==> src/core/rtcb_pkg.sv <==
// constants, types and states of the circular buffer manager (mode one)
// assumes a 16-bit shared RAM and a 16-bit host configuration port
package rtcb_pkg;

	localparam int ADDR_W = 16;
	localparam int DATA_W = 16;

	// descriptor control word fields
	localparam int CW_IRQ_POS = 15;
	localparam int CW_PP_POS = 14;
	localparam int CW_C2_POS = 13;
	localparam int CW_C1_POS = 12;

	// descriptor word offsets from base N
	localparam logic [15:0] DESC_CTRL_OFS = 16'h0000;
	localparam logic [15:0] DESC_START_OFS = 16'h0001;
	localparam logic [15:0] DESC_CUR_OFS = 16'h0002;
	localparam logic [15:0] DESC_END_OFS = 16'h0003;
	localparam logic [1:0] DESC_LAST = 2'h3;

	// info word, time-tag word, then data
	localparam logic [15:0] TTAG_OFS = 16'h0001;
	localparam logic [15:0] DATA_OFS = 16'h0002;
	localparam logic [15:0] PTR_STEP = 16'h0001;

	localparam logic [15:0] CFG2_OFS = 16'h0001;
	localparam logic [15:0] CFG2_RESET = 16'h0000;
	localparam int CFG2_BCFLAG_POS = 3;
	localparam int MIW_BROADCAST_MSG_FLAG_POS = 13;

	localparam logic [4:0] BROADCAST_MSG_FLAG_RT_ADDR = 5'h1f;
	localparam logic [4:0] MODE_SA_LO = 5'h00;
	localparam logic [4:0] MODE_SA_HI = 5'h1f;

	typedef struct packed {
		logic [4:0] rt;
		logic tr;
		logic [4:0] sa;
		logic [4:0] wc;
	} rtcb_cmd_t;

	typedef struct packed {
		logic err;
		logic busy;
		logic illegal;
		logic gap_err;
		logic [15:0] info;
		logic [15:0] ttag;
	} rtcb_end_t;

	typedef enum logic [2:0] {
		ST_IDLE,
		ST_DESC,
		ST_ACTIVE,
		ST_INFO,
		ST_TTAG,
		ST_CUR
	} rtcb_state_t;

endpackage : rtcb_pkg

==> src/core/rtcb_core.sv <==
// circular buffer manager, mode one, for one remote terminal
// assumes a RAM whose read data is valid the cycle after RAM_RE_O,
// and a protocol engine on the same clock that frames each message
`timescale 1ns/10ps

// Summary of operation
// - Mode applies when pingpong and circ_two are 0 and circ_one is 1.
// - Mode code commands never use this mode.
// - Descriptor: control at N, start N+1, current N+2, end N+3.
// - Descriptor chosen from T/R bit and subaddress fields only.
// - Start and end pointers are only read; current pointer written back.
// - Receive: info at current, time-tag at current+1, data from current+2.
// - Transmit: first data word fetched from current+2.
// - Info and time-tag words written after message completes.
// - Receive ok: current = last stored+1 if not above end, else start.
// - Transmit ok: current = last read+1 if not above end, else start.
// - Wrap only after message end; accesses may pass the end pointer.
// - Receive wrap with both irq enables set pulses the message interrupt.
// - Transmit wrap with both irq enables set pulses the message interrupt.
// - Error, busy or illegal: info words written, pointer unchanged.
// - Broadcast and non-broadcast receive data share the buffer.
// - Config two bit 3 puts broadcast flag in info bit 13.
// - Broadcast transmit: nothing sent, info words written, pointer kept.
module rtcb_core #(
	parameter logic [15:0] DESC_BASE = 16'h0000
) (
	input wire logic SYS_CLK_I,
	input wire logic RST_I,
	input wire logic MSG_START_I,
	input wire rtcb_pkg::rtcb_cmd_t CMD_WORD_I,
	input wire logic RX_WORD_VALID_I,
	input wire logic [15:0] RX_WORD_I,
	input wire logic TX_WORD_REQ_I,
	input wire logic MSG_END_I,
	input wire rtcb_pkg::rtcb_end_t MSG_END_INFO_I,
	input wire logic IRQ_ENABLE_I,
	input wire logic CFG_WE_I,
	input wire logic [15:0] CFG_ADDR_I,
	input wire logic [15:0] CFG_WDATA_I,
	input wire logic [15:0] RAM_RDATA_I,
	output logic [15:0] CFG_RDATA_O,
	output logic [15:0] RAM_ADDR_O,
	output logic [15:0] RAM_WDATA_O,
	output logic RAM_WE_O,
	output logic RAM_RE_O,
	output logic [15:0] TX_WORD_O,
	output logic TX_WORD_VALID_O,
	output logic CIRC_ACTIVE_O,
	output logic [15:0] CUR_PTR_O,
	output logic MESSAGE_IRQ_O
);

	generate
		if (DESC_BASE[1:0] != 2'h0)
		begin : g_base_chk
			$error("descriptor base must be four-word aligned");
		end
	endgenerate

	rtcb_pkg::rtcb_state_t state_q;
	rtcb_pkg::rtcb_cmd_t cmd_q;
	rtcb_pkg::rtcb_end_t end_q;
	logic [15:0] cfg2_q;
	logic [15:0] desc_q;
	logic [15:0] ctrl_q;
	logic [15:0] start_q;
	logic [15:0] cur_q;
	logic [15:0] end_ptr_q;
	logic [15:0] ptr_q;
	logic [1:0] iss_q;
	logic iss_done_q;
	logic desc_pend_q;
	logic [1:0] pidx_q;
	logic tx_pend_q;
	logic irq_q;
	logic [15:0] info_d;
	logic [15:0] cur_d;
	logic wrap_d;
	logic ok_d;
	logic bc_tx_d;

	// subaddress commands index by T/R and subaddress; the word count
	// field would only pick a mode code block, which this mode never uses
	function automatic logic [15:0] desc_addr(input rtcb_pkg::rtcb_cmd_t c);
		logic [15:0] idx;
		idx = {10'h000, c.tr, c.sa};
		desc_addr = DESC_BASE + {idx[13:0], 2'b00};
	endfunction : desc_addr

	function automatic logic is_mode_cmd(input rtcb_pkg::rtcb_cmd_t c);
		is_mode_cmd = (c.sa == rtcb_pkg::MODE_SA_LO) || (c.sa == rtcb_pkg::MODE_SA_HI);
	endfunction : is_mode_cmd

	function automatic logic circ_one_sel(input logic [15:0] cw);
		circ_one_sel = !cw[rtcb_pkg::CW_PP_POS] && !cw[rtcb_pkg::CW_C2_POS] && cw[rtcb_pkg::CW_C1_POS];
	endfunction : circ_one_sel

	// info word with bit 13 chosen between broadcast and gap error
	always_comb
	begin
		info_d = end_q.info;
		if (cfg2_q[rtcb_pkg::CFG2_BCFLAG_POS])
		begin
			info_d[rtcb_pkg::MIW_BROADCAST_MSG_FLAG_POS] = (cmd_q.rt == rtcb_pkg::BROADCAST_MSG_FLAG_RT_ADDR);
		end
		else
		begin
			info_d[rtcb_pkg::MIW_BROADCAST_MSG_FLAG_POS] = end_q.gap_err;
		end
	end

	// ptr_q already holds last accessed address plus one
	always_comb
	begin
		bc_tx_d = cmd_q.tr && (cmd_q.rt == rtcb_pkg::BROADCAST_MSG_FLAG_RT_ADDR);
		ok_d = !end_q.err && !end_q.busy && !end_q.illegal && !bc_tx_d;
		wrap_d = ptr_q > end_ptr_q;
		cur_d = wrap_d ? start_q : ptr_q;
	end

	// host configuration register two
	always_ff @(posedge SYS_CLK_I)
	begin
		if (RST_I)
		begin
			cfg2_q <= rtcb_pkg::CFG2_RESET;
		end
		else if (CFG_WE_I && (CFG_ADDR_I == rtcb_pkg::CFG2_OFS))
		begin
			cfg2_q <= CFG_WDATA_I;
		end
	end

	always_ff @(posedge SYS_CLK_I)
	begin
		if (RST_I)
		begin
			CFG_RDATA_O <= rtcb_pkg::CFG2_RESET;
		end
		else
		begin
			CFG_RDATA_O <= cfg2_q;
		end
	end

	// message sequencer and RAM port
	always_ff @(posedge SYS_CLK_I)
	begin
		if (RST_I)
		begin
			state_q <= rtcb_pkg::ST_IDLE;
			cmd_q <= '0;
			end_q <= '0;
			desc_q <= 16'h0000;
			ptr_q <= 16'h0000;
			iss_q <= 2'h0;
			iss_done_q <= 1'b0;
			RAM_ADDR_O <= 16'h0000;
			RAM_WDATA_O <= 16'h0000;
			RAM_WE_O <= 1'b0;
			RAM_RE_O <= 1'b0;
		end
		else
		begin
			RAM_WE_O <= 1'b0;
			RAM_RE_O <= 1'b0;
			unique case (state_q)
				rtcb_pkg::ST_IDLE:
				begin
					if (MSG_START_I && !is_mode_cmd(CMD_WORD_I))
					begin
						cmd_q <= CMD_WORD_I;
						desc_q <= desc_addr(CMD_WORD_I);
						iss_q <= 2'h0;
						iss_done_q <= 1'b0;
						state_q <= rtcb_pkg::ST_DESC;
					end
				end
				rtcb_pkg::ST_DESC:
				begin
					// four back-to-back reads of the block at N
					if (!iss_done_q)
					begin
						RAM_RE_O <= 1'b1;
						RAM_ADDR_O <= desc_q + {14'h0000, iss_q};
						iss_q <= iss_q + 2'h1;
						iss_done_q <= (iss_q == rtcb_pkg::DESC_LAST);
					end
					if (desc_pend_q && (pidx_q == rtcb_pkg::DESC_LAST))
					begin
						if (circ_one_sel(ctrl_q))
						begin
							ptr_q <= cur_q + rtcb_pkg::DATA_OFS;
							state_q <= rtcb_pkg::ST_ACTIVE;
						end
						else
						begin
							state_q <= rtcb_pkg::ST_IDLE;
						end
					end
				end
				rtcb_pkg::ST_ACTIVE:
				begin
					if (MSG_END_I)
					begin
						end_q <= MSG_END_INFO_I;
						state_q <= rtcb_pkg::ST_INFO;
					end
					else if (RX_WORD_VALID_I && !cmd_q.tr)
					begin
						// broadcast data lands in the same buffer
						RAM_WE_O <= 1'b1;
						RAM_ADDR_O <= ptr_q;
						RAM_WDATA_O <= RX_WORD_I;
						ptr_q <= ptr_q + rtcb_pkg::PTR_STEP;
					end
					else if (TX_WORD_REQ_I && cmd_q.tr && (cmd_q.rt != rtcb_pkg::BROADCAST_MSG_FLAG_RT_ADDR))
					begin
						RAM_RE_O <= 1'b1;
						RAM_ADDR_O <= ptr_q;
						ptr_q <= ptr_q + rtcb_pkg::PTR_STEP;
					end
				end
				rtcb_pkg::ST_INFO:
				begin
					RAM_WE_O <= 1'b1;
					RAM_ADDR_O <= cur_q;
					RAM_WDATA_O <= info_d;
					state_q <= rtcb_pkg::ST_TTAG;
				end
				rtcb_pkg::ST_TTAG:
				begin
					RAM_WE_O <= 1'b1;
					RAM_ADDR_O <= cur_q + rtcb_pkg::TTAG_OFS;
					RAM_WDATA_O <= end_q.ttag;
					if (ok_d)
					begin
						state_q <= rtcb_pkg::ST_CUR;
					end
					else
					begin
						state_q <= rtcb_pkg::ST_IDLE;
					end
				end
				rtcb_pkg::ST_CUR:
				begin
					// only the current pointer word is ever written back
					RAM_WE_O <= 1'b1;
					RAM_ADDR_O <= desc_q + rtcb_pkg::DESC_CUR_OFS;
					RAM_WDATA_O <= cur_d;
					state_q <= rtcb_pkg::ST_IDLE;
				end
			endcase
		end
	end

	// descriptor capture, one cycle behind each read
	always_ff @(posedge SYS_CLK_I)
	begin
		if (RST_I)
		begin
			desc_pend_q <= 1'b0;
			pidx_q <= 2'h0;
			ctrl_q <= 16'h0000;
			start_q <= 16'h0000;
			cur_q <= 16'h0000;
			end_ptr_q <= 16'h0000;
		end
		else
		begin
			// track the read actually issued; its data is valid one cycle later
			desc_pend_q <= RAM_RE_O && (state_q == rtcb_pkg::ST_DESC);
			pidx_q <= RAM_ADDR_O[1:0];
			if (state_q == rtcb_pkg::ST_CUR)
			begin
				cur_q <= cur_d;
			end
			else if (desc_pend_q)
			begin
				unique case (pidx_q)
					2'h0: ctrl_q <= RAM_RDATA_I;
					2'h1: start_q <= RAM_RDATA_I;
					2'h2: cur_q <= RAM_RDATA_I;
					2'h3: end_ptr_q <= RAM_RDATA_I;
				endcase
			end
		end
	end

	// transmit word return path
	always_ff @(posedge SYS_CLK_I)
	begin
		if (RST_I)
		begin
			tx_pend_q <= 1'b0;
			TX_WORD_O <= 16'h0000;
			TX_WORD_VALID_O <= 1'b0;
		end
		else
		begin
			tx_pend_q <= RAM_RE_O && (state_q == rtcb_pkg::ST_ACTIVE);
			TX_WORD_VALID_O <= tx_pend_q;
			if (tx_pend_q)
			begin
				TX_WORD_O <= RAM_RDATA_I;
			end
		end
	end

	// interrupt pulse on wrap; one flag serves full and empty
	always_ff @(posedge SYS_CLK_I)
	begin
		if (RST_I)
		begin
			irq_q <= 1'b0;
		end
		else
		begin
			irq_q <= (state_q == rtcb_pkg::ST_CUR) && wrap_d && ctrl_q[rtcb_pkg::CW_IRQ_POS]
				&& IRQ_ENABLE_I;
		end
	end

	always_ff @(posedge SYS_CLK_I)
	begin
		if (RST_I)
		begin
			MESSAGE_IRQ_O <= 1'b0;
			CIRC_ACTIVE_O <= 1'b0;
			CUR_PTR_O <= 16'h0000;
		end
		else
		begin
			MESSAGE_IRQ_O <= irq_q;
			CIRC_ACTIVE_O <= (state_q == rtcb_pkg::ST_ACTIVE);
			CUR_PTR_O <= cur_q;
		end
	end

endmodule : rtcb_core

==> config.mk <==
export PLATFORM = sky130hd
export DESIGN_NAME = rtcb_core
export DESIGN_NICKNAME = d
export VERILOG_FILES = /design/src/core/rtcb_pkg.sv /design/src/core/rtcb_core.sv
export SDC_FILE = /design/constraint.sdc
export NUM_CORES = 1
export LEC_CHECK = 0
export BUFFER_PORTS_ARGS = -buffer_cell sky130_fd_sc_hd__buf_2
export CORE_AREA = 8 8 157 159
export DETAILED_ROUTE_END_ITERATION = 12
export DIE_AREA = 0 0 165 167
export PLACE_DENSITY = 0.75
export SYNTH_ARGS = -nofsm -noshare
export SYNTH_HDL_FRONTEND = slang
export SYNTH_SLANG_ARGS = --single-unit
==> constraint.sdc <==
create_clock -name SYS_CLK_I -period 2.25 [get_ports SYS_CLK_I]
set_input_delay 0.1125 -clock SYS_CLK_I [delete_from_list [all_inputs] [get_ports SYS_CLK_I]]
set_output_delay 0.1125 -clock SYS_CLK_I [all_outputs]
set_load 0.02 [all_outputs]
==> flow_summary_export.csv, run 1 <==
group,metric,value,unit
finish,fin_area,14520,um^2
die,core_area,22230,um^2
yosys,synthMostInstantiatedCell,"dfxtp_1",
clock_network,cts_root_buffer,"clkbuf_16",
detailed_routing,avgRoutedWirePerCell,18.44,um
finish,final_util,65.33,%
finish,area_growth,33.16,%
grt,antenna_found_initial,0,
setup_path,crit_arrival,2.77,ns
flow_run,maxCapViolations,0,
outcome,violations,"negative setup slack",
setup_path,start_kind,"flop",
setup_path,end_kind,"flop",
detailed_routing,postRouteAntennaNets,0,
grt,grt_pass1_vias,10670,
yosys,synth.avg_cell_area,8.138,um^2
detailed_routing,drc,0,
placement,place_area,12550,um^2
yosys,ys_ff_latch,226,
finish,n_antenna_cell,0,
detailed_routing,wl_met2,16.31,mm
timing,skew,0.01317,ns
timing,worstMarginPinSlew,0.8485,ns
detailed_routing,initialDrtViolationCount,867,
setup_path,critPathKind,"reg -> reg",
die,dieWidth,165,um
yosys,yosys.area.top_type_share,41.49,%
timing,drv_slew,0,
clock_network,clock_sinks,226,
detailed_routing,wl,35.69,mm
die,ioPinCount,209,
detailed_routing,wl_met3,3.133,mm
clock_network,clk_pin_slew,0.06,ns
die,die_h,167,um
yosys,yosysTopAreaCell,"dfxtp_1",
timing,fmax,434.3,MHz
detailed_routing,num_vias,11020,
timing,hold_viol,0,
detailed_routing,first_pass_iters,5,
placement,dp_hpwl,24.36,mm
die,die_area,27560,um^2
yosys,synth_common_cells,"dfxtp_1, nand2_1, nor2_1, a21oi_1, mux2i_1",
clock_network,clk_path_buf_depth,3,
detailed_routing,viasPerCell,5.697,
setup_path,critPathMaxFanout,5,
grt,grt_max_degree,110,
pwr,power_leakage,5.831,nW
timing,rsz0062_at_grt,"true",
detailed_routing,wl_met1,14.52,mm
grt,grt_first_pass_wirelength,55.08,mm
timing,period_share,102.3,%
die,start_util,49.06,%
timing,layout_setup_ws,-0.05264,ns
grt,grt-ovfl-total,0,
clock_network,cts_buffers,25,
yosys,syn_area,10910,um^2
grt,track_usage,24.37,%
clock_network,clock_latency,0.52,ns
pwr,peakVddDrop,0.4983,mV
timing,setup_tns,-0.2043,ns
worst_hold_path,hold_class,"in -> reg",
yosys,synth_warnings,0,
yosys,ys.flop_type,"dfxtp_1",
placement,placement.io_buffers,202,
die,rows,55,
yosys,synth_edf_count,0,
placement,gp_congestion,0.9126,
yosys,async_flop_share,0,%
detailed_routing,maxUsedRoutingLayer,"met4",
timing,setup_viol,13,
yosys,yosysSeqAreaShare,41.49,%
timing,max_slew_margin,43.43,%
outcome,outcome,"finished, violations left",
setup_path,crit_required,2.72,ns
pwr,power-per-cell-area,605.6,nW/um^2
finish,drive_gt1_share,23.52,%
pwr,power,8.795,mW
timing,min_period,2.303,ns
finish,final_nets,1778,
clock_network,tritoncts,"yes",
yosys,synth_area_leaders,"dfxtp_1, mux2i_1, nand2_1",
yosys,synth.distinct_cells,73,
yosys,synthCells,1340,
clock_network,htreeDepth,1,
yosys,synthesis.nets,1485,
## cells in the final DEF (no fill, tap or decap), drive strengths merged, types with 13 or more instances in the layout
cell,n
nand3,57
o221ai,16
nor3,22
dfxtp,226
mux2i,81
dlygate4sd3,80
o21ai,88
clkbuf,40
o2111ai,17
a21oi,103
ha,21
or4b,16
buf,289
nor3b,16
nand2,215
nand3b,18
nor2,136
nor2b,38
inv,34
xor2,13
## flip-flops by register name (all words and copies together), names as in the netlist, 2 cells and up
signal and flops:
CFG_RDATA_O 16, CUR_PTR_O 16, RAM_ADDR_O 16, RAM_WDATA_O 16
TX_WORD_O 16, cfg2_q 16, cmd_q 6, ctrl_q 4
cur_q 16, desc_q 5, end_ptr_q 16, end_q 35
iss_q 2, pidx_q 2, ptr_q 16, start_q 16
state_q 3
## cells by family after synthesis
group / Yosys count / synth area share (%)
buffers and inverters: 138 / 5.335
and+or+nand+nor: 571 / 25.67
AOI/OAI and AO/OA: 285 / 16.20
muxes: 82 / 7.538
DFF: 226 / 41.49
adders and majority gates: 21 / 2.409
xor gates and xnor gates: 17 / 1.365
## power breakdown
group / internal (mW) / total [mW] / switching, mW
Combinational: 0.266 / 0.533 / 0.267
Sequential: 4.03 / 4.05 / 0.0214
Clock: 2.61 / 4.21 / 1.60
Total: 6.91 / 8.79 / 1.89
## stage by stage
step | setup WS [ns] | instances | hold WS [ns]
detailed placement | -0.05249 | 1805 | 0.3564
floorplan | 0.002244 | 1340 | 0.2386
global placement | -0.02629 | 1805 | 0.3452
finish | -0.05264 | 1935 | 0.03113
global route | -0.09576 | 1935 | 0.04978
CTS | 0.004354 | 1929 | 0.008255
## worst max-delay path, cell delays in order (launching register included)
cell and delay (ns):
dfxtp_1 0.33, inv_1 0.07, ha_4 0.27, a21oi_1 0.07, o21ai_0 0.29, nand4_1 0.16, o2111a_2 0.25, buf_4 0.18
or4b_1 0.52, nand3_1 0.10
## per-layer routing
| layer | vias to the layer above | GRT usage, % |
|---|---|---|
| met4 | 0 | 10.74 |
| met1 | 5126 | 30.30 |
| met3 | 98 | 4.709 |
| li1 | 5281 | - |
| met2 | 518 | 40.00 |
| met5 | - | 0 |
## final cells by class
type,instances,area (um^2)
inverters,33,123.9
flip-flops and latches,226,4537
well taps,285,356.6
fillers,1824,7706
repair buffers,371,2634
clock buffers,38,744.5
multi-input cells,976,6017
clock inverters,6,108.9
## worst paths after layout
kind	start	to	slack, ns	cells after the start
setup / recovery	end_ptr_q[5]$_SDFFE_PP0P_	RAM_WDATA_O[11]$_SDFFE_PP0P_	-0.05	9
hold / removal	TX_WORD_REQ_I	RAM_RE_O$_SDFF_PP0_	0.03	5
setup reg to reg	end_ptr_q[5]$_SDFFE_PP0P_	RAM_WDATA_O[11]$_SDFFE_PP0P_	-0.05	9
hold reg to reg	irq_q$_SDFF_PP0_	MESSAGE_IRQ_O$_SDFF_PP0_	0.45	1
## repair_timing
action / in CTS / in global routing
resized for setup: 7 / 39
setup endpoints to repair: 16 / 37
hold buffers: 80 / 0
gates cloned: 0 / 2
setup buffers: 0 / 4
hold endpoints to repair: 117 / 0
pin swaps: 4 / 24
(Power assumes the default switching activity.)
==> run 2: changes to the inputs <==
- CORE_AREA: 8 8 157 159 -> 8 8 150 152
- DIE_AREA: 0 0 165 167 -> 0 0 158 160
- PLACE_DENSITY: 0.75 -> 0.79
- clock period: 2.25 -> 2.3 ns (I/O delays scaled with it)
==> run 2 against run 1 <==
The flow now finishes without violations; worst setup slack improved by 0.072 ns; register-to-register slack improved by 0.07 ns; maximum frequency increased by 0.95%; via count increased by 1.5%; flip-flop and latch count unchanged; design area decreased by 0.16%; count of clock-buffer cells in the layout decreased by 11; sequential share of layout area increased by 0.051 points; clock power decreased by 6.2%; utilization increased by 7.0 points; largest cell class unchanged; non-clock buffer count increased by 3; sequential power decreased by 2%.
==> flow_summary_export.csv, run 2 (synthesis gave the netlist of run 1 again) <==
group,metric,value,unit
outcome,outcome,"finished clean",
placement,dp_cells,1792,
setup_path,crit_arrival,2.74,ns
finish,largest_reg_flops,35,
pwr,peakVddDrop,0.5172,mV
finish,finalNonFillerCells,1923,
clock_network,clock_sinks,226,
clock_network,clock_latency,0.53,ns
setup_path,startpoint,"end_ptr_q[13]$_SDFFE_PP0P_",
grt,grt_max_degree,123,
detailed_routing,num_vias,11180,
die,core_area,20040,um^2
pwr,power_leakage,5.818,nW
grt,antenna_found_initial,0,
timing,period_share,99.17,%
detailed_routing,initialDrtViolationCount,1102,
placement,dp_hpwl,24.28,mm
setup_path,critPathMaxFanout,7,
placement,placement.io_buffers,202,
pwr,power-per-cell-area,582.1,nW/um^2
grt,track_usage,27.10,%
worst_hold_path,hold_class,"in -> reg",
grt,grt_first_pass_wirelength,56.02,mm
timing,max_slew_margin,31.08,%
timing,drv_slew,0,
detailed_routing,viasPerCell,5.816,
detailed_routing,wl,36.19,mm
timing,layout_setup_ws,0.01905,ns
clock_network,cts_root_buffer,"clkbuf_16",
setup_path,start_kind,"flop",
finish,n_antenna_cell,0,
grt,grt_pass1_vias,10680,
die,dieWidth,158,um
worst_hold_path,worstHoldStart,"TX_WORD_REQ_I",
placement,gp_congestion,0.9234,
setup_path,end_kind,"flop",
timing,hold_viol,0,
clock_network,tritoncts,"yes",
die,die_area,25280,um^2
timing,skew,0.01033,ns
clock_network,htreeDepth,1,
finish,final_common_cell,"dfxtp_1",
setup_path,critPathKind,"reg -> reg",
setup_path,r2r_start,"end_ptr_q[13]$_SDFFE_PP0P_",
finish,final_nets,1781,
setup_path,crit_required,2.76,ns
flow_run,maxCapViolations,0,
die,rows,52,
timing,fmax,438.4,MHz
finish,area_growth,32.94,%
clock_network,clk_pin_slew,0.06,ns
placement,place_ws,-0.07811,ns
die,ioPinCount,209,
detailed_routing,drc,0,
detailed_routing,avgRoutedWirePerCell,18.82,um
grt,grt-ovfl-total,0,
clock_network,clk_path_buf_depth,3,
timing,setup_viol,0,
timing,rsz0062_at_grt,"true",
timing,min_period,2.281,ns
die,die_h,160,um
detailed_routing,first_pass_iters,8,
clock_network,cts_buffers,25,
detailed_routing,postRouteAntennaNets,0,
timing,worstMarginPinSlew,1.034,ns
finish,final_cell_mix,"dfxtp_1, nand2_1, buf_2",
die,start_util,54.42,%
finish,final_util,72.35,%
finish,drive_gt1_share,23.84,%
finish,largest-register,"end_q",
[run 2: cell count changes in the layout (fill, tap and decap cells not counted), sizes merged]
cell	before	now
clkbuf	40	28
clkinv	2	9
clkinvlp	0	5
buf	289	292
bufbuf	0	1
bufinv	3	2
[run 2: critical path, stage by stage (launching register included)]
cell and delay (ns):
dfxtp_2 0.33, inv_1 0.06, ha_4 0.28, nand4_4 0.11, nor4_4 0.22, inv_1 0.09, o2111a_2 0.34, clkbuf_16 0.19
or4b_4 0.51, nand3_2 0.09
[run 2: power breakdown]
group	switching (mW)	internal (mW)	total, mW
Sequential	0.0220	3.94	3.96
Clock	1.66	2.28	3.95
Combinational	0.264	0.261	0.525
[run 2: path summary, 6_finish.rpt]
kind	endpoint	slack, ns	cells past startpoint
max	RAM_WDATA_O[5]$_SDFFE_PP0P_	0.02	9
min	RAM_RE_O$_SDFF_PP0_	0.02	5
max reg2reg	RAM_WDATA_O[5]$_SDFFE_PP0P_	0.02	9
min reg2reg	MESSAGE_IRQ_O$_SDFF_PP0_	0.44	1
[run 2: stage by stage]
stage	total power [mW]	setup TNS, ns	hold slack, ns	instance area (um^2)
after detailed placement	4.445	-0.7645	0.3581	12550
after CTS	8.463	0	0.007077	14200
after floorplan	4.238	0	0.2411	10910
final	8.439	0	0.02005	14500
after global placement	4.437	0	0.3512	12550
after global routing	8.720	-0.6167	0.05689	14500
[run 2: layout make-up]
class	instances	area (um^2)
Clock buffer	27	653.1
Clock inverter	17	158.9
Sequential cell	226	4537
Fill cell	1519	5542
Timing Repair Buffer	374	2668
Tap cell	270	337.8
Multi-Input combinational cell	976	6020
Inverter	33	123.9
[run 2: per-layer routing]
layer  wire length (um)  track usage, %  up-vias  share of wire, %
met5                  0               0        -                 0
met4               1268           10.33        0               3.5
met3               3235           4.157       98               8.9
met2              17000           44.85      540                47
met1              14680           34.76     5241                41
li1                   -               -     5305                 -
[run 2: what timing repair did]
item	4_1_cts	5_1_grt
pin swaps	6	27
buffers inserted	0	5
setup endpoints to repair	16	28
gates resized for setup	2	42
gates cloned	1	1
endpoints found under the hold margin	118	0
hold buffers	80	0
